`config.mk`:
```
export PLATFORM = sky130hd
export DESIGN_NAME = btc_timer
export DESIGN_NICKNAME = d
export VERILOG_FILES = /design/src/btc_pkg.sv /design/src/btc_flt_if.sv /design/src/btc_filter.sv /design/src/btc_timer.sv
export VERILOG_INCLUDE_DIRS = /design/src
export SDC_FILE = /design/constraint.sdc
export NUM_CORES = 1
export LEC_CHECK = 0
export CORE_ASPECT_RATIO = 1.25
export CORE_MARGIN = 4
export CORE_UTILIZATION = 45
export CTS_BUF_LIST = sky130_fd_sc_hd__clkbuf_4 sky130_fd_sc_hd__clkbuf_8 sky130_fd_sc_hd__clkbuf_16
export DETAILED_ROUTE_END_ITERATION = 7
export DONT_BUFFER_PORTS = 1
export SLEW_MARGIN = 20
export SYNTH_ARGS = -nofsm -noshare
export SYNTH_HDL_FRONTEND = slang
export SYNTH_SLANG_ARGS = --single-unit
```
`constraint.sdc`:
```
create_clock -name clk_sys -period 6 [get_ports clk_sys]
set_input_delay 1.2 -clock clk_sys [delete_from_list [all_inputs] [get_ports clk_sys]]
set_output_delay 1.2 -clock clk_sys [all_outputs]
set_load 0.005 [all_outputs]
```
`src/btc_map.svh`:
```
// Widths, field codes and counts for the basic timer counter
`ifndef BTC_MAP_SVH
`define BTC_MAP_SVH
`define BTC_CNT_W 16
`define BTC_PSC_W 16
`define BTC_FLT_CFG_W 3
`define BTC_FLT_DIV_W 4
`define BTC_FLT_RUN_W 4
`define BTC_CNT_ZERO 16'h0000
`define BTC_PSC_ONE 16'h0001
`define BTC_FLT_BYPASS 3'h0
`define BTC_FLT_C1 3'h1
`define BTC_FLT_C2 3'h2
`define BTC_FLT_C3 3'h3
`define BTC_FLT_C4 3'h4
`define BTC_FLT_C5 3'h5
`define BTC_FLT_C6 3'h6
`define BTC_FLT_C7 3'h7
`define BTC_FLT_DIV1_M1 4'h0
`define BTC_FLT_DIV4_M1 4'h3
`define BTC_FLT_DIV8_M1 4'h7
`define BTC_FLT_DIV16_M1 4'hf
`define BTC_FLT_N1 4'h1
`define BTC_FLT_N2 4'h2
`define BTC_FLT_N4 4'h4
`define BTC_FLT_N6 4'h6
`define BTC_FLT_N8 4'h8
`endif

```
`src/btc_pkg.sv`:
```
// Types shared by the basic timer counter modules
package btc_pkg;
  typedef enum logic [1:0] {
    BTC_MODE_TIMER,
    BTC_MODE_COUNTER,
    BTC_MODE_TRIG_START,
    BTC_MODE_GATED
  } btc_mode_t;
endpackage

```
`src/btc_flt_if.sv`:
```
// Link between the timer core and the trigger input filter
`timescale 1ns/100ps
`include "btc_map.svh"
interface btc_flt_if;
  logic [`BTC_FLT_CFG_W-1:0] cfg;
  logic raw;
  logic level;
  modport core (output cfg, output raw, input level);
  modport filt (input cfg, input raw, output level);
endinterface

```
`src/btc_filter.sv`:
```
// Noise filter for the synchronised external trigger input
`timescale 1ns/100ps
`include "btc_map.svh"
module btc_filter (
  input wire logic clk_sys,
  input wire logic rst,
  btc_flt_if.filt flt
);
  import btc_pkg::*;

  function automatic logic [`BTC_FLT_DIV_W-1:0] flt_div_m1(input logic [`BTC_FLT_CFG_W-1:0] c);
    unique case (c)
      `BTC_FLT_C4, `BTC_FLT_C5: flt_div_m1 = `BTC_FLT_DIV4_M1;
      `BTC_FLT_C6: flt_div_m1 = `BTC_FLT_DIV8_M1;
      `BTC_FLT_C7: flt_div_m1 = `BTC_FLT_DIV16_M1;
      default: flt_div_m1 = `BTC_FLT_DIV1_M1;
    endcase
  endfunction

  function automatic logic [`BTC_FLT_RUN_W-1:0] flt_need(input logic [`BTC_FLT_CFG_W-1:0] c);
    unique case (c)
      `BTC_FLT_BYPASS: flt_need = `BTC_FLT_N1;
      `BTC_FLT_C1: flt_need = `BTC_FLT_N2;
      `BTC_FLT_C2, `BTC_FLT_C4: flt_need = `BTC_FLT_N4;
      `BTC_FLT_C3, `BTC_FLT_C5, `BTC_FLT_C6: flt_need = `BTC_FLT_N6;
      default: flt_need = `BTC_FLT_N8;
    endcase
  endfunction

  logic [`BTC_FLT_DIV_W-1:0] div_q;
  logic [`BTC_FLT_RUN_W-1:0] run_q;
  logic [`BTC_FLT_RUN_W-1:0] run_d;
  logic last_q;
  logic level_q;
  logic smp;

  // Sample strobe from the system clock or a division of it
  assign smp = (div_q == flt_div_m1(flt.cfg));

  always_ff @(posedge clk_sys)
  begin
    if (rst || smp)
      div_q <= '0;
    else
      div_q <= div_q + 1'b1;
  end

  always_comb
  begin
    if (flt.raw != last_q)
      run_d = `BTC_FLT_N1;
    else if (run_q == `BTC_FLT_N8)
      run_d = run_q;
    else
      run_d = run_q + 1'b1;
  end

  // Level only moves after N equal samples in a row
  always_ff @(posedge clk_sys)
  begin
    if (rst)
    begin
      run_q <= '0;
      last_q <= 1'b0;
      level_q <= 1'b0;
    end
    else if (smp)
    begin
      run_q <= run_d;
      last_q <= flt.raw;
      if (run_d >= flt_need(flt.cfg))
        level_q <= flt.raw;
    end
  end

  assign flt.level = level_q;
endmodule // btc_filter

```
`src/btc_timer.sv`:
```
// Basic timer counter core: prescaler, 16-bit up counter, trigger and toggle logic
`timescale 1ns/100ps
`include "btc_map.svh"
module btc_timer (
  input wire logic clk_sys,
  input wire logic rst,
  input wire logic ext_trigger_in,
  input wire logic cascade_trigger_in,
  input wire btc_pkg::btc_mode_t mode_sel,
  input wire logic trigger_source_sel,
  input wire logic input_polarity_sel,
  input wire logic [`BTC_FLT_CFG_W-1:0] input_filter_cfg,
  input wire logic single_run_sel,
  input wire logic toggle_out_enable,
  input wire logic [`BTC_PSC_W-1:0] prescale_value,
  input wire logic [`BTC_CNT_W-1:0] reload_value,
  input wire logic enable_wr,
  input wire logic enable_wdata,
  input wire logic ov_irq_enable,
  input wire logic trig_irq_enable,
  input wire logic ov_flag_clear,
  input wire logic trig_flag_clear,
  output logic enable_status,
  output logic [`BTC_CNT_W-1:0] count_value,
  output logic overflow_pulse,
  output logic ov_flag,
  output logic trigger_event_flag,
  output logic ov_irq,
  output logic trig_irq,
  output logic ov_dma_req,
  output logic trig_dma_req,
  output logic toggle_out_pos,
  output logic toggle_out_neg
);
  import btc_pkg::*;

  btc_flt_if flt ();

  logic ext_meta_q;
  logic ext_sync_q;
  logic src_q;
  logic src_prev_q;
  logic rise;
  logic fall;
  logic trig_edge;
  logic gate_on;
  logic en_q;
  logic en_d;
  logic en_rise;
  logic run;
  logic psc_load;
  logic [`BTC_PSC_W-1:0] psc_act_q;
  logic [`BTC_PSC_W-1:0] div_m1;
  logic [`BTC_PSC_W-1:0] psc_cnt_q;
  logic pre_in;
  logic tick;
  logic [`BTC_CNT_W-1:0] cnt_q;
  logic ovp_q;
  logic wrap;
  logic shot_end;
  logic ov_set;
  logic trig_set;
  logic ov_flag_q;
  logic trig_flag_q;
  logic ov_irq_q;
  logic trig_irq_q;
  logic ov_dma_q;
  logic trig_dma_q;
  logic tog_en_q;
  logic tog_pos_q;
  logic tog_neg_q;

  // Pin input crosses in through two flops; first flop feeds only the second
  always_ff @(posedge clk_sys)
  begin
    if (rst)
    begin
      ext_meta_q <= 1'b0;
      ext_sync_q <= 1'b0;
    end
    else
    begin
      ext_meta_q <= ext_trigger_in;
      ext_sync_q <= ext_meta_q;
    end
  end

  assign flt.cfg = input_filter_cfg;
  assign flt.raw = ext_sync_q;

  btc_filter u_filter (
    .clk_sys(clk_sys),
    .rst(rst),
    .flt(flt)
  );

  // Cascade input shares this clock so it needs no synchroniser
  always_ff @(posedge clk_sys)
  begin
    if (rst)
    begin
      src_q <= 1'b0;
      src_prev_q <= 1'b0;
    end
    else
    begin
      src_q <= trigger_source_sel ? cascade_trigger_in : flt.level;
      src_prev_q <= src_q;
    end
  end

  assign rise = src_q & ~src_prev_q;
  assign fall = ~src_q & src_prev_q;
  assign trig_edge = input_polarity_sel ? fall : rise;
  // Gate always looks at the filtered pin, never the cascade input
  assign gate_on = flt.level ^ input_polarity_sel;

  assign en_rise = en_d & ~en_q;
  // Hold the counter in the cycle a single run is finishing
  assign shot_end = ovp_q & single_run_sel;
  assign run = en_q & ~shot_end;

  // Enable: software write first, then hardware set by a trigger, then single-run clear
  always_comb
  begin
    if (enable_wr)
      en_d = enable_wdata;
    else if (mode_sel == BTC_MODE_TRIG_START && trig_edge)
      en_d = 1'b1;
    else if (shot_end)
      en_d = 1'b0;
    else
      en_d = en_q;
  end

  always_ff @(posedge clk_sys)
  begin
    if (rst)
      en_q <= 1'b0;
    else
      en_q <= en_d;
  end

  // Adopt on the wrap edge itself so a period never gains an extra cycle
  assign psc_load = en_rise | wrap;

  // Pending prescale value is only adopted at overflow or enable rising
  always_ff @(posedge clk_sys)
  begin
    if (rst)
      psc_act_q <= '0;
    else if (psc_load)
      psc_act_q <= prescale_value;
  end

  // Divide-by minus one: value for the clock source, value minus one for events
  always_comb
  begin
    if (mode_sel != BTC_MODE_COUNTER)
      div_m1 = psc_act_q;
    else if (psc_act_q == '0)
      div_m1 = '0;
    else
      div_m1 = psc_act_q - `BTC_PSC_ONE;
  end

  always_comb
  begin
    unique case (mode_sel)
      BTC_MODE_COUNTER: pre_in = trig_edge;
      BTC_MODE_GATED: pre_in = gate_on;
      default: pre_in = 1'b1;
    endcase
  end

  assign tick = run && pre_in && (psc_cnt_q == div_m1);

  always_ff @(posedge clk_sys)
  begin
    if (rst || psc_load)
      psc_cnt_q <= '0;
    else if (run && pre_in)
    begin
      if (psc_cnt_q == div_m1)
        psc_cnt_q <= '0;
      else
        psc_cnt_q <= psc_cnt_q + `BTC_PSC_ONE;
    end
  end

  assign wrap = tick && (cnt_q == reload_value);

  // Reload lowered under the count restarts from zero with no overflow
  always_ff @(posedge clk_sys)
  begin
    if (rst)
      cnt_q <= `BTC_CNT_ZERO;
    else if (en_q && cnt_q > reload_value)
      cnt_q <= `BTC_CNT_ZERO;
    else if (wrap)
      cnt_q <= `BTC_CNT_ZERO;
    else if (tick)
      cnt_q <= cnt_q + 1'b1;
  end

  always_ff @(posedge clk_sys)
  begin
    if (rst)
      ovp_q <= 1'b0;
    else
      ovp_q <= wrap && !(cnt_q > reload_value);
  end

  assign ov_set = shot_end | (wrap & ~single_run_sel);
  assign trig_set = trig_edge && (mode_sel == BTC_MODE_TRIG_START || mode_sel == BTC_MODE_COUNTER);

  // Set beats clear so an event in the clearing cycle is kept
  always_ff @(posedge clk_sys)
  begin
    if (rst)
      ov_flag_q <= 1'b0;
    else if (ov_set)
      ov_flag_q <= 1'b1;
    else if (ov_flag_clear)
      ov_flag_q <= 1'b0;
  end

  always_ff @(posedge clk_sys)
  begin
    if (rst)
      trig_flag_q <= 1'b0;
    else if (trig_set)
      trig_flag_q <= 1'b1;
    else if (trig_flag_clear)
      trig_flag_q <= 1'b0;
  end

  always_ff @(posedge clk_sys)
  begin
    if (rst)
      ov_irq_q <= 1'b0;
    else
      ov_irq_q <= ov_flag_q & ov_irq_enable;
  end

  always_ff @(posedge clk_sys)
  begin
    if (rst)
      trig_irq_q <= 1'b0;
    else
      trig_irq_q <= trig_flag_q & trig_irq_enable;
  end

  // DMA requests are one-cycle pulses, one per event
  always_ff @(posedge clk_sys)
  begin
    if (rst)
      ov_dma_q <= 1'b0;
    else
      ov_dma_q <= ov_set;
  end

  always_ff @(posedge clk_sys)
  begin
    if (rst)
      trig_dma_q <= 1'b0;
    else
      trig_dma_q <= trig_set;
  end

  always_ff @(posedge clk_sys)
  begin
    if (rst)
      tog_en_q <= 1'b0;
    else
      tog_en_q <= toggle_out_enable;
  end

  // Toggle pair restarts high/low each time it is enabled
  always_ff @(posedge clk_sys)
  begin
    if (rst)
    begin
      tog_pos_q <= 1'b0;
      tog_neg_q <= 1'b0;
    end
    else
    begin
      if (!toggle_out_enable)
      begin
        tog_pos_q <= 1'b0;
        tog_neg_q <= 1'b0;
      end
      else if (!tog_en_q)
      begin
        tog_pos_q <= 1'b1;
        tog_neg_q <= 1'b0;
      end
      else if (ovp_q)
      begin
        tog_pos_q <= ~tog_pos_q;
        tog_neg_q <= ~tog_neg_q;
      end
    end
  end

  assign enable_status = en_q;
  assign count_value = cnt_q;
  assign overflow_pulse = ovp_q;
  assign ov_flag = ov_flag_q;
  assign trigger_event_flag = trig_flag_q;
  assign ov_irq = ov_irq_q;
  assign trig_irq = trig_irq_q;
  assign ov_dma_req = ov_dma_q;
  assign trig_dma_req = trig_dma_q;
  assign toggle_out_pos = tog_pos_q;
  assign toggle_out_neg = tog_neg_q;
endmodule // btc_timer

```
==> flow_summary.toml, run 1 <==
[cts]
numClockSinks = 73
clock_path_buffers = 2
ctsResizeCount = 0
clock_latency_ps = 340
cts_buffers = 9
post_cts_buffers = 0
cts_tree = "built"
clock-root-buffer = "clkbuf_16"
clkTransAtPathRegs_ps = 60
postCtsHoldBufs = 0
cts_max_level = 3

[worst_setup_path]
endpoint_kind = "flop"
worstPathMaxFanout = 15
r2r_slack_ps = 2110
r2r-end = "count_value[2]$_SDFFE_PP0P_"
path_cells = "inv_1 > ha_1 > nor4b_2 > nand3_2 > or3_1 > a211o_1 > o22ai_1 > nand3_2 > nor3_4 > a21o_1 > nor3_1"
reg2reg_depth = 9
cp_slowest_stage_delay_ps = 600
cp.arrival_ps = 4860
crit_slowest_cell = "nor4b_2"
cp-start-kind = "input port"
reg2reg_from = "psc_act_q[3]$_SDFFE_PP0P_"
critical_path_class = "in -> reg"
crit_required_ps = 6190
crit_path_frequent_cell = "nand3_2"

[route]
drt-total-wl_microns = 10600
drt-initial-drc-count = 98
drt_pass1_iterations = 4
ant_nets = 0
via_count = 3732
via_per_inst = 5.60
avgRoutedWirePerCell_microns = 15.9
drc = 0

[global_route]
antenna_found_initial = 0
grt_usage = 0.177
grt_pass1_vias = 3701
grt_max_degree = 58
grt_pass1_wl_microns = 17600
grt_overflow = 0

[synth]
synthMostInstantiatedCell = "dfxtp_1"
yosysWarnings = 0
synth_simple_gate_area_frac = 0.317
synth_top_family_by_area = "simple AND/OR/NAND/NOR gates"
syn-cell-area_sq_mm = 0.00480
synth.area.mux_share = 0.0485
synth_compound_gate_area_share = 0.0936
synth_flop_cell = "dfxtp_1"
synth_cell_types = 63
yosys.area_share.xor_xnor = 0.112
synth_edf_count = 0
synth_seq_cells = 73
synth_area_leader_cell = "dfxtp_1"
synth.area.top_cells = "dfxtp_1 30%, ha_1 7.6%, xnor2_1 6.0%"
async_flop_share = 0
synth_top_area_share = 0.304
syn-num-nets = 624
ys_seq_area_frac = 0.304
synth_fa_ha_area_frac = 0.0756
synth.avg_cell_area_sq_um = 8.83
synth_cells = 544
synth_common_cells = "73 x dfxtp_1, 46 x nor2_1, 37 x nand2b_1"

[sta]
skew_ps = 4.82
period_share = 0.778
whs_ps = 435
slew_violations = 0
fin_ws_ps = 1330
tns_ps = 0
hold_viol_final = 0
setup_viol = 0
relSlewSlack = 0.514
worstMarginPinSlew_ps = 724
grt_setup_unrepaired = "false"
fmax_mhz = 214
period_minus_slack_ps = 4670

[finish]
layoutNonFillerInstCount = 667
postLayoutCellArea_sq_mm = 0.00517
area_delta_synth_final_pct = 7.66
nets = 613
n_antenna_cell = 0
drive_gt1_frac = 0.102
num-fill-cells = 978

[placement]
place_ws_ps = 979
placed_cells = 651
postPlaceCellArea_sq_mm = 0.00483
dp_hpwl_microns = 8060
io_buffers = 0
place.gp.congestion = 0.863

[worst_hold_path]
hp-start = "ext_meta_q$_SDFF_PP0_"
holdPathStages = 1
hold_end = "ext_sync_q$_SDFF_PP0_"
holdCritPathClass = "reg -> reg"

[flow_run]
drv_cap = 0

[floorplan]
initial_utilization = 0.468
die_area_sq_mm = 0.0124
die_w_microns = 100
ioPinCount = 77
dieHeight_microns = 123
coreArea_sq_mm = 0.0103
row_count = 41

[power]
powerDensity_mw_per_mm2 = 248
vdd_drop_max_uv = 134
leakage_nw = 2.07

[outcome]
status = "finished clean"
## metrics by stage
stage	utilization	power, W
3_5_place_dp	0.471	0.000712
4_1_cts	0.502	0.00129
3_3_place_gp	0.471	0.000707
2_1_floorplan	-	0.000693
6_report	0.504	0.00128
5_1_grt	0.504	0.00134
## registers in the layout, indices dropped and copies added (netlist names), 4 cells and up
name and flops:
psc_cnt_q 16, count_value 16, u_filter.run_q 4, psc_act_q 16
u_filter.div_q 4
## cells by family after synthesis
| family | after synthesis |
|---|---|
| xor+xnor | 60 |
| mux | 23 |
| compound gates | 65 |
| buf+inv | 50 |
| simple gates | 244 |
| flops | 73 |
| fa+ha+maj | 29 |
## layout make-up
class	instances	area [sq um]	area share
flip-flops and latches	73	1460	0.283
multi-input cells	421	3120	0.604
clock buffers	9	225	0.0436
well taps	129	161	0.0312
inverters	28	105	0.0203
clock inverters	7	93.8	0.0182
## where the power goes
group          internal, W  switching, W  total [W]  leakage, nW
registers         0.000497     0.0000175   0.000515        0.592
clock network     0.000364      0.000211   0.000575        0.152
logic            0.0000726      0.000118   0.000190         1.32
## cells in the final DEF (no fill, tap or decap), types with 9 or more instances in the layout
master and instances:
mux2i_1 21, nand4_1 20, xnor2_1 33, inv_1 28
xor2_1 26, nor3_2 12, nor2_1 46, and3_1 11
nor4_2 10, nand2_1 33, dfxtp_1 73, nand3_1 12
a21oi_1 18, nand2b_1 37, o21ai_0 9, ha_1 29
nor3_1 13, clkbuf_16 9
## metal layers
metal  vias up  GRT usage  wire length (microns)
li1       1895          -                      -
met1      1737      0.200                   4500
met2        82      0.315                   5360
met3        18     0.0384                    472
met4         0     0.0792                    236
met5         -          0                      0
## worst max-delay path: cells and delay by family
kind,cells,cell delay (ps)
buf+inv,1,30
compound gates,3,1140
simple gates,6,2150
fa+ha+maj,1,330
## how the worst max path moves through the flow
stage,from,to,cells after the start
detailed placement,mode_sel[1],count_value[2]$_SDFFE_PP0P_,11
global route,mode_sel[1],count_value[4]$_SDFFE_PP0P_,11
floorplan,mode_sel[1],count_value[15]$_SDFFE_PP0P_,13
finish,mode_sel[1],count_value[2]$_SDFFE_PP0P_,11
global placement,mode_sel[1],count_value[2]$_SDFFE_PP0P_,11
CTS,mode_sel[1],count_value[2]$_SDFFE_PP0P_,11
Note: power is estimated with default switching activity, not from simulation.
==> run 2, diff against run 1 <==
==> constraint.sdc (replaced) <==
create_clock -name clk_sys -period 4.6 [get_ports clk_sys]
set_input_delay 0.92 -clock clk_sys [delete_from_list [all_inputs] [get_ports clk_sys]]
set_output_delay 0.92 -clock clk_sys [all_outputs]
set_load 0.005 [all_outputs]
==> flow_summary.toml, run 2 (same netlist as run 1, synthesis figures left out) <==
[global_route]
grt_pass1_vias = 3802
grt_max_degree = 58
grt_pass1_wl_microns = 17800
grt_usage = 0.179
grt_overflow = 0
antenna_found_initial = 0

[cts]
clkTransAtPathRegs_ps = 60
clock_path_buffers = 2
ctsResizeCount = 0
numClockSinks = 73
cts_max_level = 3
clock-root-buffer = "clkbuf_16"
postCtsHoldBufs = 0
cts_buffers = 9
clock_latency_ps = 340
cts_tree = "built"
post_cts_buffers = 0

[sta]
hold_viol_final = 0
relSlewSlack = 0.509
fmax_mhz = 267
grt_setup_unrepaired = "false"
setup_viol = 0
period_minus_slack_ps = 3740
tns_ps = 0
fin_ws_ps = 861
worstMarginPinSlew_ps = 731
skew_ps = 5.61
period_share = 0.813
whs_ps = 437
slew_violations = 0

[placement]
io_buffers = 0
place.gp.congestion = 0.867
placed_cells = 657
dp_hpwl_microns = 8080
place_ws_ps = 522

[flow_run]
drv_cap = 0

[finish]
final_common_cell = "dfxtp_1"
mostFrequentLayoutCells = "73 x dfxtp_1, 46 x nor2_1, 37 x nand2b_1"
area_delta_synth_final_pct = 7.53
n_antenna_cell = 0
regArea_sq_mm = 0.00146
nets = 619
multi_input_comb_area_sq_mm = 0.00311
drive_gt1_frac = 0.110
fin_util = 0.503
layoutNonFillerInstCount = 673
num-fill-cells = 1007

[power]
p_sw_w = 0.000444
pwr-share-clk = 0.416
powerDensity_mw_per_mm2 = 307
leakage_nw = 2.08
internal-power_w = 0.00114
power_frac_seq = 0.424
vdd_drop_max_uv = 176
power_frac_comb = 0.160
switching_share = 0.280

[worst_setup_path]
critical_path_class = "in -> reg"
endpoint_kind = "flop"
cp-startpoint = "mode_sel[1]"
worstPathMaxFanout = 15
crit_required_ps = 4790
cp-start-kind = "input port"
r2r-end = "count_value[4]$_SDFFE_PP0P_"
cp.arrival_ps = 3930
reg2reg_from = "psc_act_q[10]$_SDFFE_PP0P_"
reg2reg_depth = 11
r2r_slack_ps = 1200

[worst_hold_path]
hold_end = "ext_sync_q$_SDFF_PP0_"
hp-start = "ext_meta_q$_SDFF_PP0_"
holdCritPathClass = "reg -> reg"
holdPathStages = 1

[floorplan]
ioPinCount = 77
initial_utilization = 0.468
die_area_sq_mm = 0.0124
dieHeight_microns = 123
coreArea_sq_mm = 0.0103
row_count = 41
die_w_microns = 100

[route]
via_count = 3836
drt_pass1_iterations = 4
via_per_inst = 5.70
drt-initial-drc-count = 130
drc = 0
avgRoutedWirePerCell_microns = 15.7
ant_nets = 0
drt-total-wl_microns = 10600

[outcome]
status = "finished clean"
## run 2: cell count changes in the layout (fill, tap and decap cells not counted)
cell and change:
o221ai_2 +1, clkbuf_8 +2, clkinv_2 +1, buf_4 +6
o221ai_4 -1, a21oi_2 -1, bufinv_16 -2, inv_6 -1
a21oi_1 +1
## run 2: how the worst max path moves through the flow
| stage | to | slack (ps) | depth (start not counted) |
|---|---|---|---|
| after CTS | count_value[4]$_SDFFE_PP0P_ | 870 | 14 |
| after global routing | psc_cnt_q[5]$_SDFFE_PP0P_ | 540 | 12 |
| after floorplan | count_value[15]$_SDFFE_PP0P_ | 830 | 13 |
| after global placement | count_value[2]$_SDFFE_PP0P_ | 620 | 14 |
| final | count_value[4]$_SDFFE_PP0P_ | 860 | 14 |
| after detailed placement | count_value[4]$_SDFFE_PP0P_ | 520 | 14 |
## run 2: area by class of cell
class                   instances  share of cell area
multi-input cells             421               0.602
inverters                      28              0.0204
clock buffers                  11              0.0490
well taps                     129              0.0313
repair buffers                  6             0.00873
flip-flops and latches         73               0.283
clock inverters                 5             0.00582
## run 2: through the flow
step | power (W) | instance area, sq um
4_1_cts | 0.00160 | 5160
3_5_place_dp | 0.000940 | 4880
3_3_place_gp | 0.000931 | 4880
2_1_floorplan | 0.000904 | 4800
5_1_grt | 0.00167 | 5160
6_report | 0.00158 | 5160
## run 2: worst max-delay path, stage by stage
cell      delay (ps)
inv_1             30
ha_1             330
nor4b_2          250
buf_4            190
nand3_2          110
or3_1            380
a211o_1          330
nor3_2           190
o221ai_2         160
buf_4            260
nor3_4           300
a21o_1           160
buf_4            230
nor3_1            80
## run 2: power by group through the flow
| stage | Sequential [W] | Combinational, W | Clock [W] |
|---|---|---|---|
| 6_report | 0.000672 | 0.000254 | 0.000659 |
| 5_1_grt | 0.000674 | 0.000284 | 0.000708 |
| 4_1_cts | 0.000671 | 0.000256 | 0.000676 |
| 3_5_place_dp | 0.000685 | 0.000255 | 0 |
| 3_3_place_gp | 0.000685 | 0.000247 | 0 |
| 2_1_floorplan | 0.000677 | 0.000228 | 0 |
## run 2: metal layers
| metal | vias to the layer above | track usage | routed length [microns] |
|---|---|---|---|
| met5 | - | 0 | 0 |
| met4 | 0 | 0.0733 | 251 |
| met3 | 19 | 0.0418 | 480 |
| met2 | 94 | 0.326 | 5450 |
| met1 | 1816 | 0.199 | 4410 |
| li1 | 1907 | - | - |
